--- src/common/dlb_pkg.sv ---
// Shared constants, register map and types of the pattern/trim block
package dlb_pkg;

   // ===================================================================
   // Bus and register window
   localparam logic [1:0] TRANS_NONSEQ = 2'b10;
   localparam logic HRESP_OKAY = 1'b0;
   localparam logic [6:0] IDX_BASE = 7'h30;
   localparam int SLOTS = 32;

   // ===================================================================
   // Register indices (byte address is four times the index)
   localparam logic [6:0] IDX_A_HBP = 7'h34;
   localparam logic [6:0] IDX_B_HBP = 7'h35;
   localparam logic [6:0] IDX_A_VBP = 7'h36;
   localparam logic [6:0] IDX_SECOND_CHANNEL_LINES_AFTER_VSYNC = 7'h37;
   localparam logic [6:0] IDX_FIRST_CHANNEL_PIXELS_BEFORE_HSYNC = 7'h38;
   localparam logic [6:0] IDX_SECOND_CHANNEL_PIXELS_BEFORE_HSYNC = 7'h39;
   localparam logic [6:0] IDX_FIRST_CHANNEL_LINES_BEFORE_VSYNC = 7'h3A;
   localparam logic [6:0] IDX_SECOND_CHANNEL_LINES_BEFORE_VSYNC = 7'h3B;
   localparam logic [6:0] IDX_PATTERN_GENERATOR_ENABLES = 7'h3C;
   localparam logic [6:0] IDX_DSI_B_LEADING_PIXEL_TRIM = 7'h3D;
   localparam logic [6:0] IDX_VIDEO_MODE = 7'h40;
   localparam logic [6:0] IDX_A_HSYNC_WIDTH = 7'h41;
   localparam logic [6:0] IDX_A_VSYNC_WIDTH = 7'h42;
   localparam logic [6:0] IDX_B_HSYNC_WIDTH = 7'h43;
   localparam logic [6:0] IDX_B_VSYNC_WIDTH = 7'h44;
   localparam logic [6:0] IDX_A_LINE_PIXEL_COUNT = 7'h45;
   localparam logic [6:0] IDX_A_FRAME_LINE_COUNT = 7'h46;
   localparam logic [6:0] IDX_SECOND_CHANNEL_LINE_PIXEL_COUNT = 7'h47;
   localparam logic [6:0] IDX_B_FRAME_LINE_COUNT = 7'h48;
   localparam logic [6:0] IDX_STATUS = 7'h49;
   // Slots 0x04..0x0D and 0x10..0x18 hold storage
   localparam logic [31:0] SLOT_RW = 32'h01FF_3FF0;

   // ===================================================================
   // Field positions and reset values
   localparam int PAT_A_BIT = 4;
   localparam int PAT_B_BIT = 0;
   localparam logic [7:0] PAT_WMASK = 8'h11;
   localparam int MODE_CH_LSB = 0;
   localparam int MODE_SINGLE_BIT = 2;
   localparam int MODE_LR_BIT = 3;
   localparam logic [1:0] CH_MODE_SPLIT = 2'b10;
   localparam logic [7:0] REG_RESET = 8'h00;

   // ===================================================================
   // Timing: 50 MHz bus clock, pixel enable every PIX_DIV cycles
   localparam int CLK_MHZ = 50;
   localparam int PIX_DIV = 2;

   typedef enum logic [1:0] {PH_SYNC, PH_BACK, PH_ACT, PH_FRONT} dlb_phase_t;

   function automatic logic [4:0] slot_of(input logic [6:0] idx);
      logic [6:0] d;
      d = idx - IDX_BASE;
      return d[4:0];
   endfunction

endpackage

--- src/core/dlb_phase_seq.sv ---
// One axis of the pattern timing: sync, back porch, active, front porch
`timescale 1ns/100ps
module dlb_phase_seq
   import dlb_pkg::*;
#(
   parameter int W = 8
)(
   input wire logic hclk,
   input wire logic hresetn,
   input wire logic run,
   input wire logic step,
   input wire logic [3:0][W-1:0] lens,
   output dlb_phase_t phase_ff,
   output logic [W-1:0] count_ff,
   output logic wrap
);
   logic [1:0] cur;
   logic [1:0] nxt_idx;
   logic found;
   logic last;
   logic adv;

   assign cur = phase_ff;

   // ===================================================================
   // Next phase, zero-length phases skipped
   always_comb
   begin
      found = 1'b0;
      nxt_idx = cur;
      for (int k = 1; k <= 4; k++)
      begin
         if (!found && lens[2'(cur + 2'(k))] != '0)
         begin
            nxt_idx = 2'(cur + 2'(k));
            found = 1'b1;
         end
      end
   end

   assign last = (lens[cur] == '0) || (count_ff == lens[cur] - W'(1));
   assign adv = step & last;
   assign wrap = adv & (nxt_idx <= cur);

   always_ff @(posedge hclk or negedge hresetn)
   begin
      if (!hresetn)
      begin
         phase_ff <= PH_SYNC;
         count_ff <= '0;
      end
      else if (!run)
      begin
         phase_ff <= PH_SYNC;
         count_ff <= '0;
      end
      else if (adv)
      begin
         phase_ff <= dlb_phase_t'(nxt_idx);
         count_ff <= '0;
      end
      else if (step)
      begin
         count_ff <= count_ff + W'(1);
      end
   end
endmodule // dlb_phase_seq

--- src/core/dlb_buf2.sv ---
// Two-entry valid/ready buffer with registered outputs
`timescale 1ns/100ps
module dlb_buf2 #(
   parameter int W = 25
)(
   input wire logic hclk,
   input wire logic hresetn,
   input wire logic in_valid,
   input wire logic [W-1:0] in_data,
   output logic in_ready_ff,
   output logic out_valid_ff,
   output logic [W-1:0] out_data_ff,
   input wire logic out_ready
);
   logic skid_valid_ff;
   logic [W-1:0] skid_data_ff;
   logic push;
   logic out_free;

   assign push = in_valid & in_ready_ff;
   assign out_free = out_ready | ~out_valid_ff;

   // Skid entry keeps a word when the receiver stalls
   always_ff @(posedge hclk or negedge hresetn)
   begin
      if (!hresetn)
      begin
         out_valid_ff <= 1'b0;
         out_data_ff <= '0;
         skid_valid_ff <= 1'b0;
         skid_data_ff <= '0;
         in_ready_ff <= 1'b1;
      end
      else
      begin
         if (out_free && skid_valid_ff)
         begin
            out_data_ff <= skid_data_ff;
            out_valid_ff <= 1'b1;
            skid_valid_ff <= 1'b0;
            in_ready_ff <= 1'b1;
         end
         else if (out_free)
         begin
            out_valid_ff <= push;
            if (push)
               out_data_ff <= in_data;
         end
         else if (push)
         begin
            skid_data_ff <= in_data;
            skid_valid_ff <= 1'b1;
            in_ready_ff <= 1'b0;
         end
      end
   end

endmodule // dlb_buf2

--- src/core/dlb_pattern_trim.sv ---
// Test-pattern timing generator and DSI channel B leading-pixel trim
`timescale 1ns/100ps
module dlb_pattern_trim
   import dlb_pkg::*;
#(
   parameter int PIX_DIVIDE = PIX_DIV,
   parameter int PIX_W = 24
)(
   input wire logic hclk,
   input wire logic hresetn,
   input wire logic hsel,
   input wire logic [31:0] haddr,
   input wire logic [1:0] htrans,
   input wire logic hwrite,
   input wire logic [2:0] hsize,
   input wire logic [31:0] hwdata,
   input wire logic hready,
   output logic hreadyout,
   output logic [31:0] hrdata,
   output logic hresp,
   input wire logic dsib_valid,
   input wire logic [PIX_W-1:0] dsib_data,
   input wire logic dsib_first,
   output logic dsib_ready,
   output logic crop_valid,
   output logic [PIX_W-1:0] crop_data,
   output logic crop_first,
   input wire logic crop_ready,
   output logic lvds_a_de,
   output logic lvds_a_hs,
   output logic lvds_a_vs,
   output logic [23:0] lvds_a_rgb,
   output logic lvds_b_de,
   output logic lvds_b_hs,
   output logic lvds_b_vs,
   output logic [23:0] lvds_b_rgb
);
   // ===================================================================
   // Pixel-rate enable
   logic [7:0] div_cnt_ff;
   logic pix_en_ff;
   wire div_last = (div_cnt_ff == 8'(PIX_DIVIDE - 1));

   always_ff @(posedge hclk or negedge hresetn)
   begin
      if (!hresetn)
      begin
         div_cnt_ff <= 8'h00;
         pix_en_ff <= 1'b0;
      end
      else
      begin
         div_cnt_ff <= div_last ? 8'h00 : div_cnt_ff + 8'h01;
         pix_en_ff <= div_last;
      end
   end

   // ===================================================================
   // Bus slave: writes zero-wait, reads one wait state
   logic wr_pend_ff;
   logic rd_pend_ff;
   logic [6:0] addr_ff;
   logic hreadyout_ff;
   logic [31:0] hrdata_ff;
   logic [7:0] reg_ff [0:SLOTS-1];
   logic [7:0] status_byte;
   wire addr_take = hsel & hready & (htrans == TRANS_NONSEQ);
   wire [6:0] off = addr_ff - IDX_BASE;
   wire in_win = (addr_ff >= IDX_BASE) && (off < 7'(SLOTS));
   wire [4:0] slot = off[4:0];
   wire slot_rw = in_win & SLOT_RW[slot];
   wire is_status = (addr_ff == IDX_STATUS);
   wire [7:0] rd_byte = is_status ? status_byte : (slot_rw ? reg_ff[slot] : 8'h00);
   // Only the two enable bits of the pattern register store anything
   wire [7:0] wr_mask = (addr_ff == IDX_PATTERN_GENERATOR_ENABLES) ? PAT_WMASK : 8'hFF;

   always_ff @(posedge hclk or negedge hresetn)
   begin
      if (!hresetn)
      begin
         wr_pend_ff <= 1'b0;
         rd_pend_ff <= 1'b0;
         addr_ff <= 7'h00;
         hreadyout_ff <= 1'b1;
         hrdata_ff <= 32'h0000_0000;
      end
      else
      begin
         wr_pend_ff <= addr_take & hwrite;
         rd_pend_ff <= addr_take & ~hwrite;
         if (addr_take)
            addr_ff <= haddr[8:2];
         hreadyout_ff <= ~(addr_take & ~hwrite);
         if (rd_pend_ff)
            hrdata_ff <= {24'h00_0000, rd_byte};
      end
   end

   assign hreadyout = hreadyout_ff;
   assign hrdata = hrdata_ff;
   assign hresp = HRESP_OKAY;

   for (genvar s = 0; s < SLOTS; s++)
   begin : g_reg
      always_ff @(posedge hclk or negedge hresetn)
      begin
         if (!hresetn)
            reg_ff[s] <= REG_RESET;
         else if (wr_pend_ff && slot_rw && slot == 5'(s))
            reg_ff[s] <= hwdata[7:0] & wr_mask;
      end
   end

   // ===================================================================
   // Mode and field decode
   wire [7:0] mode_r = reg_ff[slot_of(IDX_VIDEO_MODE)];
   wire [7:0] pat_r = reg_ff[slot_of(IDX_PATTERN_GENERATOR_ENABLES)];
   wire [7:0] trim_r = reg_ff[slot_of(IDX_DSI_B_LEADING_PIXEL_TRIM)];
   wire [1:0] ch_mode = mode_r[MODE_CH_LSB +: 2];
   wire lr_mode = mode_r[MODE_LR_BIT];
   wire b_own = (ch_mode == CH_MODE_SPLIT);
   wire share = ~b_own & ~mode_r[MODE_SINGLE_BIT];
   wire [1:0] run;
   assign run[0] = pat_r[PAT_A_BIT];
   assign run[1] = b_own & pat_r[PAT_B_BIT];

   logic [3:0][7:0] h_len [0:1];
   logic [3:0][7:0] v_len [0:1];
   wire [3:0][7:0] a_h = {reg_ff[slot_of(IDX_FIRST_CHANNEL_PIXELS_BEFORE_HSYNC)],
      reg_ff[slot_of(IDX_A_LINE_PIXEL_COUNT)], reg_ff[slot_of(IDX_A_HBP)],
      reg_ff[slot_of(IDX_A_HSYNC_WIDTH)]};
   wire [3:0][7:0] a_v = {reg_ff[slot_of(IDX_FIRST_CHANNEL_LINES_BEFORE_VSYNC)],
      reg_ff[slot_of(IDX_A_FRAME_LINE_COUNT)], reg_ff[slot_of(IDX_A_VBP)],
      reg_ff[slot_of(IDX_A_VSYNC_WIDTH)]};
   wire [3:0][7:0] b_h = {reg_ff[slot_of(IDX_SECOND_CHANNEL_PIXELS_BEFORE_HSYNC)],
      reg_ff[slot_of(IDX_SECOND_CHANNEL_LINE_PIXEL_COUNT)], reg_ff[slot_of(IDX_B_HBP)],
      reg_ff[slot_of(IDX_B_HSYNC_WIDTH)]};
   wire [3:0][7:0] b_v = {reg_ff[slot_of(IDX_SECOND_CHANNEL_LINES_BEFORE_VSYNC)],
      reg_ff[slot_of(IDX_B_FRAME_LINE_COUNT)],
      reg_ff[slot_of(IDX_SECOND_CHANNEL_LINES_AFTER_VSYNC)],
      reg_ff[slot_of(IDX_B_VSYNC_WIDTH)]};

   // B fields are honoured only in split mode; A timing otherwise
   assign h_len[0] = a_h;
   assign v_len[0] = a_v;
   assign h_len[1] = b_own ? b_h : a_h;
   assign v_len[1] = b_own ? b_v : a_v;

   // ===================================================================
   // Pattern generators, one per channel
   dlb_phase_t h_ph [0:1];
   dlb_phase_t v_ph [0:1];
   logic [7:0] h_cnt [0:1];
   logic [7:0] v_cnt [0:1];
   logic [1:0] h_wrap;
   logic [1:0] g_de;
   logic [1:0] g_hs;
   logic [1:0] g_vs;
   logic [23:0] g_rgb [0:1];

   for (genvar c = 0; c < 2; c++)
   begin : g_gen
      dlb_phase_seq #(.W(8)) u_h (
         .hclk(hclk),
         .hresetn(hresetn),
         .run(run[c]),
         .step(pix_en_ff & run[c]),
         .lens(h_len[c]),
         .phase_ff(h_ph[c]),
         .count_ff(h_cnt[c]),
         .wrap(h_wrap[c])
      );
      dlb_phase_seq #(.W(8)) u_v (
         .hclk(hclk),
         .hresetn(hresetn),
         .run(run[c]),
         .step(h_wrap[c]),
         .lens(v_len[c]),
         .phase_ff(v_ph[c]),
         .count_ff(v_cnt[c]),
         .wrap()
      );
      assign g_de[c] = run[c] & (h_ph[c] == PH_ACT) & (v_ph[c] == PH_ACT);
      assign g_hs[c] = run[c] & (h_ph[c] == PH_SYNC);
      assign g_vs[c] = run[c] & (v_ph[c] == PH_SYNC);
      assign g_rgb[c] = g_de[c] ? {h_cnt[c], v_cnt[c], h_cnt[c] ^ v_cnt[c]} : 24'h00_0000;
   end

   // ===================================================================
   // Panel-side outputs; B mirrors A when timing is shared
   logic [1:0] de_ff;
   logic [1:0] hs_ff;
   logic [1:0] vs_ff;
   logic [23:0] rgb_ff [0:1];
   wire b_from_a = share;
   wire b_from_b = b_own;

   always_ff @(posedge hclk or negedge hresetn)
   begin
      if (!hresetn)
      begin
         de_ff <= 2'b00;
         hs_ff <= 2'b00;
         vs_ff <= 2'b00;
         rgb_ff[0] <= 24'h00_0000;
         rgb_ff[1] <= 24'h00_0000;
      end
      else if (pix_en_ff)
      begin
         de_ff[0] <= g_de[0];
         hs_ff[0] <= g_hs[0];
         vs_ff[0] <= g_vs[0];
         rgb_ff[0] <= g_rgb[0];
         de_ff[1] <= (b_from_a & g_de[0]) | (b_from_b & g_de[1]);
         hs_ff[1] <= (b_from_a & g_hs[0]) | (b_from_b & g_hs[1]);
         vs_ff[1] <= (b_from_a & g_vs[0]) | (b_from_b & g_vs[1]);
         rgb_ff[1] <= b_from_a ? g_rgb[0] : (b_from_b ? g_rgb[1] : 24'h00_0000);
      end
   end

   assign lvds_a_de = de_ff[0];
   assign lvds_a_hs = hs_ff[0];
   assign lvds_a_vs = vs_ff[0];
   assign lvds_a_rgb = rgb_ff[0];
   assign lvds_b_de = de_ff[1];
   assign lvds_b_hs = hs_ff[1];
   assign lvds_b_vs = vs_ff[1];
   assign lvds_b_rgb = rgb_ff[1];

   // ===================================================================
   // DSI channel B leading-pixel trim
   logic [7:0] pos_ff;
   logic buf_in_ready;
   logic [PIX_W:0] buf_out;
   logic buf_out_valid;
   wire trim_on = lr_mode & (trim_r != 8'h00);
   wire [7:0] pix_idx = dsib_first ? 8'h00 : pos_ff;
   wire drop = trim_on & (pix_idx < trim_r);
   wire keep_first = (pix_idx == (trim_on ? trim_r : 8'h00));
   wire accepted = dsib_valid & buf_in_ready;
   wire push = dsib_valid & ~drop & buf_in_ready;

   always_ff @(posedge hclk or negedge hresetn)
   begin
      if (!hresetn)
         pos_ff <= 8'h00;
      else if (accepted)
         pos_ff <= (pix_idx == 8'hFF) ? 8'hFF : pix_idx + 8'h01;
   end

   // Dropped pixels still wait for room, trading a rare stall for simpler flow
   dlb_buf2 #(.W(PIX_W + 1)) u_buf (
      .hclk(hclk),
      .hresetn(hresetn),
      .in_valid(dsib_valid & ~drop),
      .in_data({keep_first, dsib_data}),
      .in_ready_ff(buf_in_ready),
      .out_valid_ff(buf_out_valid),
      .out_data_ff(buf_out),
      .out_ready(crop_ready)
   );

   assign dsib_ready = buf_in_ready;
   assign crop_valid = buf_out_valid;
   assign crop_data = buf_out[PIX_W-1:0];
   assign crop_first = buf_out[PIX_W];
   assign status_byte = {3'b000, trim_on, g_vs[1], g_vs[0], run[1], run[0]};
endmodule // dlb_pattern_trim

--- config.mk ---
export PLATFORM = sky130hd
export DESIGN_NAME = dlb_pattern_trim
export DESIGN_NICKNAME = d
export VERILOG_FILES = /design/src/common/dlb_pkg.sv /design/src/core/dlb_phase_seq.sv /design/src/core/dlb_buf2.sv /design/src/core/dlb_pattern_trim.sv
export SDC_FILE = /design/constraint.sdc
export NUM_CORES = 1
export LEC_CHECK = 0
export ABC_AREA = 1
export BUFFER_PORTS_ARGS = -buffer_cell sky130_fd_sc_hd__buf_4
export CORE_ASPECT_RATIO = 0.8
export CORE_UTILIZATION = 60
export DETAILED_ROUTE_END_ITERATION = 7
export PLACE_DENSITY = 0.8
export SLEW_MARGIN = 25
export SYNTH_ARGS = -nofsm -noshare
export SYNTH_HDL_FRONTEND = slang
export SYNTH_SLANG_ARGS = --single-unit
--- constraint.sdc ---
create_clock -name hclk -period 3.4 [get_ports hclk]
set_input_delay 0.51 -clock hclk [delete_from_list [all_inputs] [get_ports hclk]]
set_output_delay 0.51 -clock hclk [all_outputs]
set_load 0.03 [all_outputs]
After elaboration in Yosys (flattened, before gate mapping):

Memories as Yosys holds them, arrays and structs flattened.
Cells that the tools add are included.

* input bits: 101
* output and inout bits: 115
* memory bits (read-only): 32
* word-level logic and storage cells: 418
* memories kept: 1
* bits in registers: 438

Memories
* (no name shown): depth 32, width 1, rd ports 1, clocked after memory_dff 0, wr ports 0, line dlb_pattern_trim.sv:71 `wire slot_rw = in_win & SLOT_RW[slot];`

* bitwise gates (word level): 50
* add/sub/neg operators: 23
* order comparisons: 23
* multiplexer cells: 108
* equality and inequality tests: 59
* reductions and logical operators: 96

Operators with widths (count)
* $mux 8: 37
* $bmux 8 s2: 16
* $reduce_bool 8->1: 17
* $mux 24: 4
* $eq 5x5->1 const B: 16
* $mux 25: 3
* $mux 32: 2
* $add 8x1->8 const B: 6
* $lt 2x3->1 const B: 16
* $mux 2: 24
* $logic_and 1x1->1: 47
* $bmux 8 s5: 1
* $eq 5x4->1 const B: 8
* $eq 8x8->1: 5
* $and 1x1->1: 34
* $logic_not 8->1: 4
* $sub 8x1->8 const B: 4
* $mux 1: 21
* $eq 5x3->1 const B: 4
* $add 2x2->2 const B: 8
* $xor 8x8->8: 2
* $eq 2x2->1 const B: 6
* $logic_not 1->1: 12
* $eq 5x2->1 const B: 2
* other kinds (28): 60

Depth between registers and ports, before layout:

* depth after elaboration: 20
* depth in mapped cells: 26
* gate-level depth less buffers: 25

Modules after synthesis:

From an unflattened synthesis, not the netlist that was laid out.

* cells, all modules: 3544
* area, all modules: 25557.0 sq um

By module, submodules not included
* dlb_pattern_trim: area each 16661.0 sq um, instances 1, cells each 2144, sequential area each 8634.5 sq um
* dlb_phase_seq: area each 1614.0 sq um, instances 4, cells each 273, sequential area each 250.2 sq um
* dlb_buf2: area each 2439.8 sq um, instances 1, cells each 308, sequential area each 1327.5 sq um

Worst setup path after synthesis:

OpenSTA, ideal clock, no wires.

* kind: register to register
* start point: reg reg_ff, in the netlist mode_r[0]
* end point: reg g_gen[1].u_v.count_ff[1]
* path slack: 374 ps
* arrival time: 2909 ps
* path buffers: 3
* stages on the path, launching flop included: 23
* period minus slack after synthesis: 3026 ps
* setup time: 117 ps
* data required time: 3283 ps
* path through: dfrtp_1 > inv_2 > nand2_8 > buf_12 > buf_2 > o211ai_1 > nand4_1 > a211oi_1 > nand2_1 > o21ai_0 > a21boi_0 > o21ai_0 > ha_1 > inv_1 > nor2_1 > o21a_1 > inv_1 > nand3_2 > nand2_2 > buf_6 > nand2_1 > o21ai_1 > inv_1

* cells in the longest elaborated chain, start to end: 20
* elaborated cells between the ends (all ways): 47
* classes of those cells: 2 x add/sub; 1 x order compare; 4 x eq/ne; 21 x mux; 5 x bitwise; 14 x reduce/logical

Ends and longest elaborated chain
* start, declared: line dlb_pattern_trim.sv:65 `logic [7:0] reg_ff [0:SLOTS-1];`
* start signal, assigned by index: line dlb_pattern_trim.sv:110 `reg_ff[s] <= hwdata[7:0] & wr_mask;`
* $eq 2x2->1 (*): line dlb_pattern_trim.sv:121 `wire b_own = (ch_mode == CH_MODE_SPLIT);`
* $mux 32: line dlb_pattern_trim.sv:146 `assign h_len[1] = b_own ? b_h : a_h;`
* $bmux 8 s2: line dlb_phase_seq.sv:33 `if (!found && lens[2'(cur + 2'(k))] != '0)`
* $mux 8 (not written as such): line dlb_phase_seq.sv:33
* $reduce_bool 8->1: line dlb_phase_seq.sv:33
* $mux 1: line dlb_phase_seq.sv:33
* $logic_not 1->1: line dlb_phase_seq.sv:33
* $logic_and 1x1->1: line dlb_phase_seq.sv:33
* [4 not listed]
* $logic_not 1->1: line dlb_phase_seq.sv:33
* $logic_and 1x1->1: line dlb_phase_seq.sv:33
* $mux 2: line dlb_phase_seq.sv:33
* $le 2x2->1: line dlb_phase_seq.sv:43 `assign wrap = adv & (nxt_idx <= cur);`
* $and 1x1->1: line dlb_phase_seq.sv:43
* $and 1x1->1: line dlb_phase_seq.sv:42 `assign adv = step & last;`
* $mux 8: line dlb_phase_seq.sv:57 `else if (adv)`
* $mux 8: line dlb_phase_seq.sv:52 `else if (!run)`
* end signal, assigned: line dlb_phase_seq.sv:64 `count_ff <= count_ff + W'(1);`
* end, declared: line dlb_phase_seq.sv:14 `output logic [W-1:0] count_ff,`

Every way passes the cells marked *; elsewhere a longest branch is shown, timed or not. The select of a mux whose other input is x is not followed.
A chain may end at the register's enable or synchronous reset.

Worst setup path after layout:

* start point: reg addr_ff[3]
* end point: reg reg_ff, in the netlist b_v[25]

* cells in the longest elaborated chain, start to end: 6
* elaborated cells between the ends (all ways): 13
* classes of those cells: 1 x add/sub; 2 x order compare; 2 x eq/ne; 2 x mux; 2 x bitwise; 3 x reduce/logical; 1 x memory

Ends and longest elaborated chain
* start, declared: line dlb_pattern_trim.sv:62 `logic [6:0] addr_ff;`
* start signal, assigned: line dlb_pattern_trim.sv:92 `addr_ff <= haddr[8:2];`
* $sub 7x6->7: line dlb_pattern_trim.sv:68 `wire [6:0] off = addr_ff - IDX_BASE;`
* $mem_v2 32x1 or $lt 7x6->1 (tied branches)
* $mux 1 (not written as such) or $logic_and 1x1->1 (tied branches): line dlb_pattern_trim.sv:71, dlb_pattern_trim.sv:69
* $and 1x1->1: line dlb_pattern_trim.sv:71
* $logic_and 1x1->1 (2 in series): line dlb_pattern_trim.sv:109 `else if (wr_pend_ff && slot_rw && slot == 5'(s))`

Several ways; a longest one is shown, not always the timed one. The select of a mux whose other input is x is not followed.

==> flow_summary.ini <==
[status]
status = complete, no violations

[timing]
setup_viol = 0
slew_headroom_pct = 41.2
tightest_slew_ns = 0.880
final_max_slew_viol_count = 0
setup_slack_ns = 0.129
period_needed_ns = 3.27
rsz0062_at_grt = true
fmax_ghz = 0.306
fin_worst_skew_ns = 0.0227
fin_setup_tns_ns = 0
hold_viol = 0
finalCritPeriodShare_pct = 96.2
hold_ws_ns = 0.0840

[run]
drv_cap = 0

[clock_network]
clkSinkCount = 438
clockRootBuffer = clkbuf_16
h-tree-depth = 2
clk_pin_slew_worst_paths_ns = 0.07
cts_buffers = 44
cts_tree = yes
cts_max_path_buffers = 3
worstSkewPairLatency_ns = 0.59

[setup_path]
worstPathMaxFanout = 16
worstSetupPathType = flip-flop to flip-flop
cp-end-kind = flip-flop
arrival_ns = 3.71
worst_r2r_path_depth = 8
worstPathRequired_ns = 3.84
cp-start-kind = flip-flop

[route]
vias = 21800
vias_per_cell = 6.04
drc_errors = 0
antenna_left = 0
wl_per_cell_microns = 20.3
drt_iter0_markers = 2695
wl_mm = 73.1
first_pass_iters = 8

[synth]
yosysWarnings = 0
syn_inst = 3014
postSynthAreaPerCell_sq_um = 7.79
syn_area_sq_um = 23500
netlist-cell-type-count = 59
ys_ff_latch = 438
ys_seq_area_share_pct = 46.7

[global_route]
antenna_found_initial = 0
overflow = 0
grt_usage_pct = 36.6
grt_max_degree = 91
grt_pass1_wl_mm = 114
first_global_vias = 20700

[place]
place_congestion = 0.992
portBuffers = 138
dp_hpwl_mm = 52.6
post-place-ws_ns = -0.0737
place_area_sq_um = 24900

[floorplan]
die_w_microns = 223
core_area_sq_um = 38400
initial_utilization_pct = 61.2
fp.dieArea_sq_um = 39900
io_pins = 216
std_cell_rows = 64
die_h_microns = 179

[min_path]
holdPathStages = 2
hold_path.class = primary input to flip-flop

[finish]
post-route-cell-area_sq_um = 26800
final_util_pct = 69.8
fillers = 3021
drive_above_1_share_pct = 13.8
antennaDiodeCount = 0
syn_to_final_growth_pct = 14.0
finalNetCount = 3206

[power_and_ir_drop]
ir_drop_mv = 0.465
p_per_area_nw_per_um2 = 490
p_leak_nw = 13.6
==> state kept, by name, summed over array words and instances, names as in the netlist, 8 cells and up <==
signal / flops
a_v: 32
u_buf.out_data_ff: 25
u_buf.skid_data_ff: 25
lvds_a_rgb: 24
hrdata: 8
pat_r: 8
reg_ff: 104
div_cnt_ff: 8
trim_r: 8
g_gen.u_v.count_ff: 16
b_v: 32
b_h: 32
pos_ff: 8
g_gen.u_h.count_ff: 16
a_h: 32
lvds_b_rgb: 24
mode_r: 8
==> kinds of logic after synthesis <==
family | share of synthesized area (%)
buffers and inverters | 9.28
flip-flops | 46.7
adder cells (fa/ha/maj) | 1.81
XOR/XNOR | 1.89
AO/OA/AOI/OAI | 15.3
other | 0.0160
multiplexers | 1.07
AND/OR/NAND/NOR | 24.0
==> Yosys cell counts, drive strengths merged <==
library cell,number,area (sq um)
a21oi,25,129
o221ai,16,140
mux2i,25,250
a221oi,2,17.5
clkinv,7,26.3
nor3b,2,15.0
o31ai,1,7.51
o211ai,22,165
inv,232,871
dfrtp,436,10900
clkbuf,198,743
a41oi,2,17.5
and3,2,12.5
a31oi,5,31.3
nand2,912,3490
buf,69,538
o21ai,389,2010
nor4,13,81.3
a211o,1,8.76
ha,34,425
conb,1,3.75
xnor2,15,131
o41ai,5,43.8
nor2,143,587
xor2,33,289
a211oi,3,22.5
nor3,27,135
o22ai,128,801
nand3b,6,45.0
nand4,55,359
dfstp,2,52.6
a21boi,2,15.0
o32ai,1,8.76
o21a,3,22.5
nand3,171,866
xnor3,1,22.5
a22oi,14,105
a31o,1,8.76
a32oi,2,17.5
and2,2,12.5
or2,4,25.0
o21bai,1,7.51
a2111oi,1,15.0
==> power by group <==
group / switching [mW] / internal [mW] / total, mW / leakage [nW]
sequential: 0.247 / 5.39 / 5.64 / 5.24
clock: 2.22 / 3.17 / 5.39 / 0.781
combinational: 1.45 / 0.639 / 2.09 / 7.62
==> critical path, stage by stage (launching register included) <==
cell	delay [ns]
dfrtp_1	0.45
nor2_1	0.51
nand3_1	0.17
a2111oi_2	0.46
nand2_1	0.17
nor2_2	0.42
nand3_1	0.57
nand2_1	0.23
o21ai_0	0.12
==> layout by cell type, fill, tap and decap left out, types with 5 or more instances in the layout <==
cell / synthesis / routed
clkinv_2: 0 / 8
clkinv_1: 7 / 7
dfrtp_1: 436 / 432
nand3_1: 169 / 159
xor2_1: 33 / 33
mux2i_1: 25 / 25
buf_12: 1 / 10
nand4_1: 54 / 54
bufinv_16: 0 / 8
nand2_2: 16 / 19
buf_4: 28 / 234
inv_1: 227 / 224
nand3_2: 2 / 11
a31oi_1: 5 / 5
clkbuf_8: 0 / 6
o21ai_1: 38 / 42
o21ai_2: 16 / 17
o211ai_1: 22 / 22
nor4_1: 13 / 11
inv_2: 5 / 6
clkbuf_16: 0 / 44
a22oi_1: 14 / 14
o22ai_1: 128 / 128
o21ai_0: 335 / 330
nor2_1: 129 / 127
nor2_2: 11 / 12
nor3_1: 27 / 25
conb_1: 1 / 25
o221ai_1: 16 / 16
nand2_1: 894 / 890
ha_1: 34 / 34
a21oi_1: 24 / 22
clkbuf_1: 198 / 6
xnor2_1: 15 / 15
nand3b_1: 6 / 6
==> cell type report <==
cell class                      count  area, sq um  share of cell area, %
Clock buffer                       56         1210                   4.51
Timing Repair Buffer              251         2050                   7.64
Multi-Input combinational cell   2097        10600                   39.7
Sequential cell                   438        11000                   41.0
Tap cell                          495          619                   2.31
Inverter                          239          905                   3.38
Clock inverter                     26          407                   1.52
==> final timing paths <==
kind                       slack (ns)        start                end
min in group asynchronous        0.51      hresetn            a_h[11]
hold reg to reg                  0.38  reg_ff[139]        reg_ff[139]
hold / removal                   0.08       hwrite         rd_pend_ff
setup / recovery                 0.13   addr_ff[3]            b_v[25]
max in group asynchronous        1.88      hresetn  u_buf.in_ready_ff
setup reg to reg                 0.13   addr_ff[3]            b_v[25]
==> metrics by stage <==
step                std cells  power [mW]
floorplan                3038        6.90
global placement         3510        7.67
detailed placement       3510        7.72
CTS                      3593        13.1
global route             3602        13.5
finish                   3602        13.1
==> per-layer routing <==
layer  vias to the layer above  global-route usage, %  share of wire, %
li1                      10000                      -                 -
met1                     10400                   51.0                41
met2                      1153                   55.4                44
met3                       195                   10.0                11
met4                         0                   12.2               3.4
met5                         -                      0                 0
==> timing repair <==
| action | 4_1_cts | 5_1_grt |
|---|---|---|
| setup endpoints to repair | 9 | 63 |
| endpoints found under the hold margin | 38 | 0 |
| setup buffers | 0 | 6 |
| hold buffers | 1 | 0 |
| gates cloned | 0 | 3 |
| gates resized for setup | 2 | 52 |
| pin swaps | 0 | 14 |
Power figures use the tool's default switching activity.
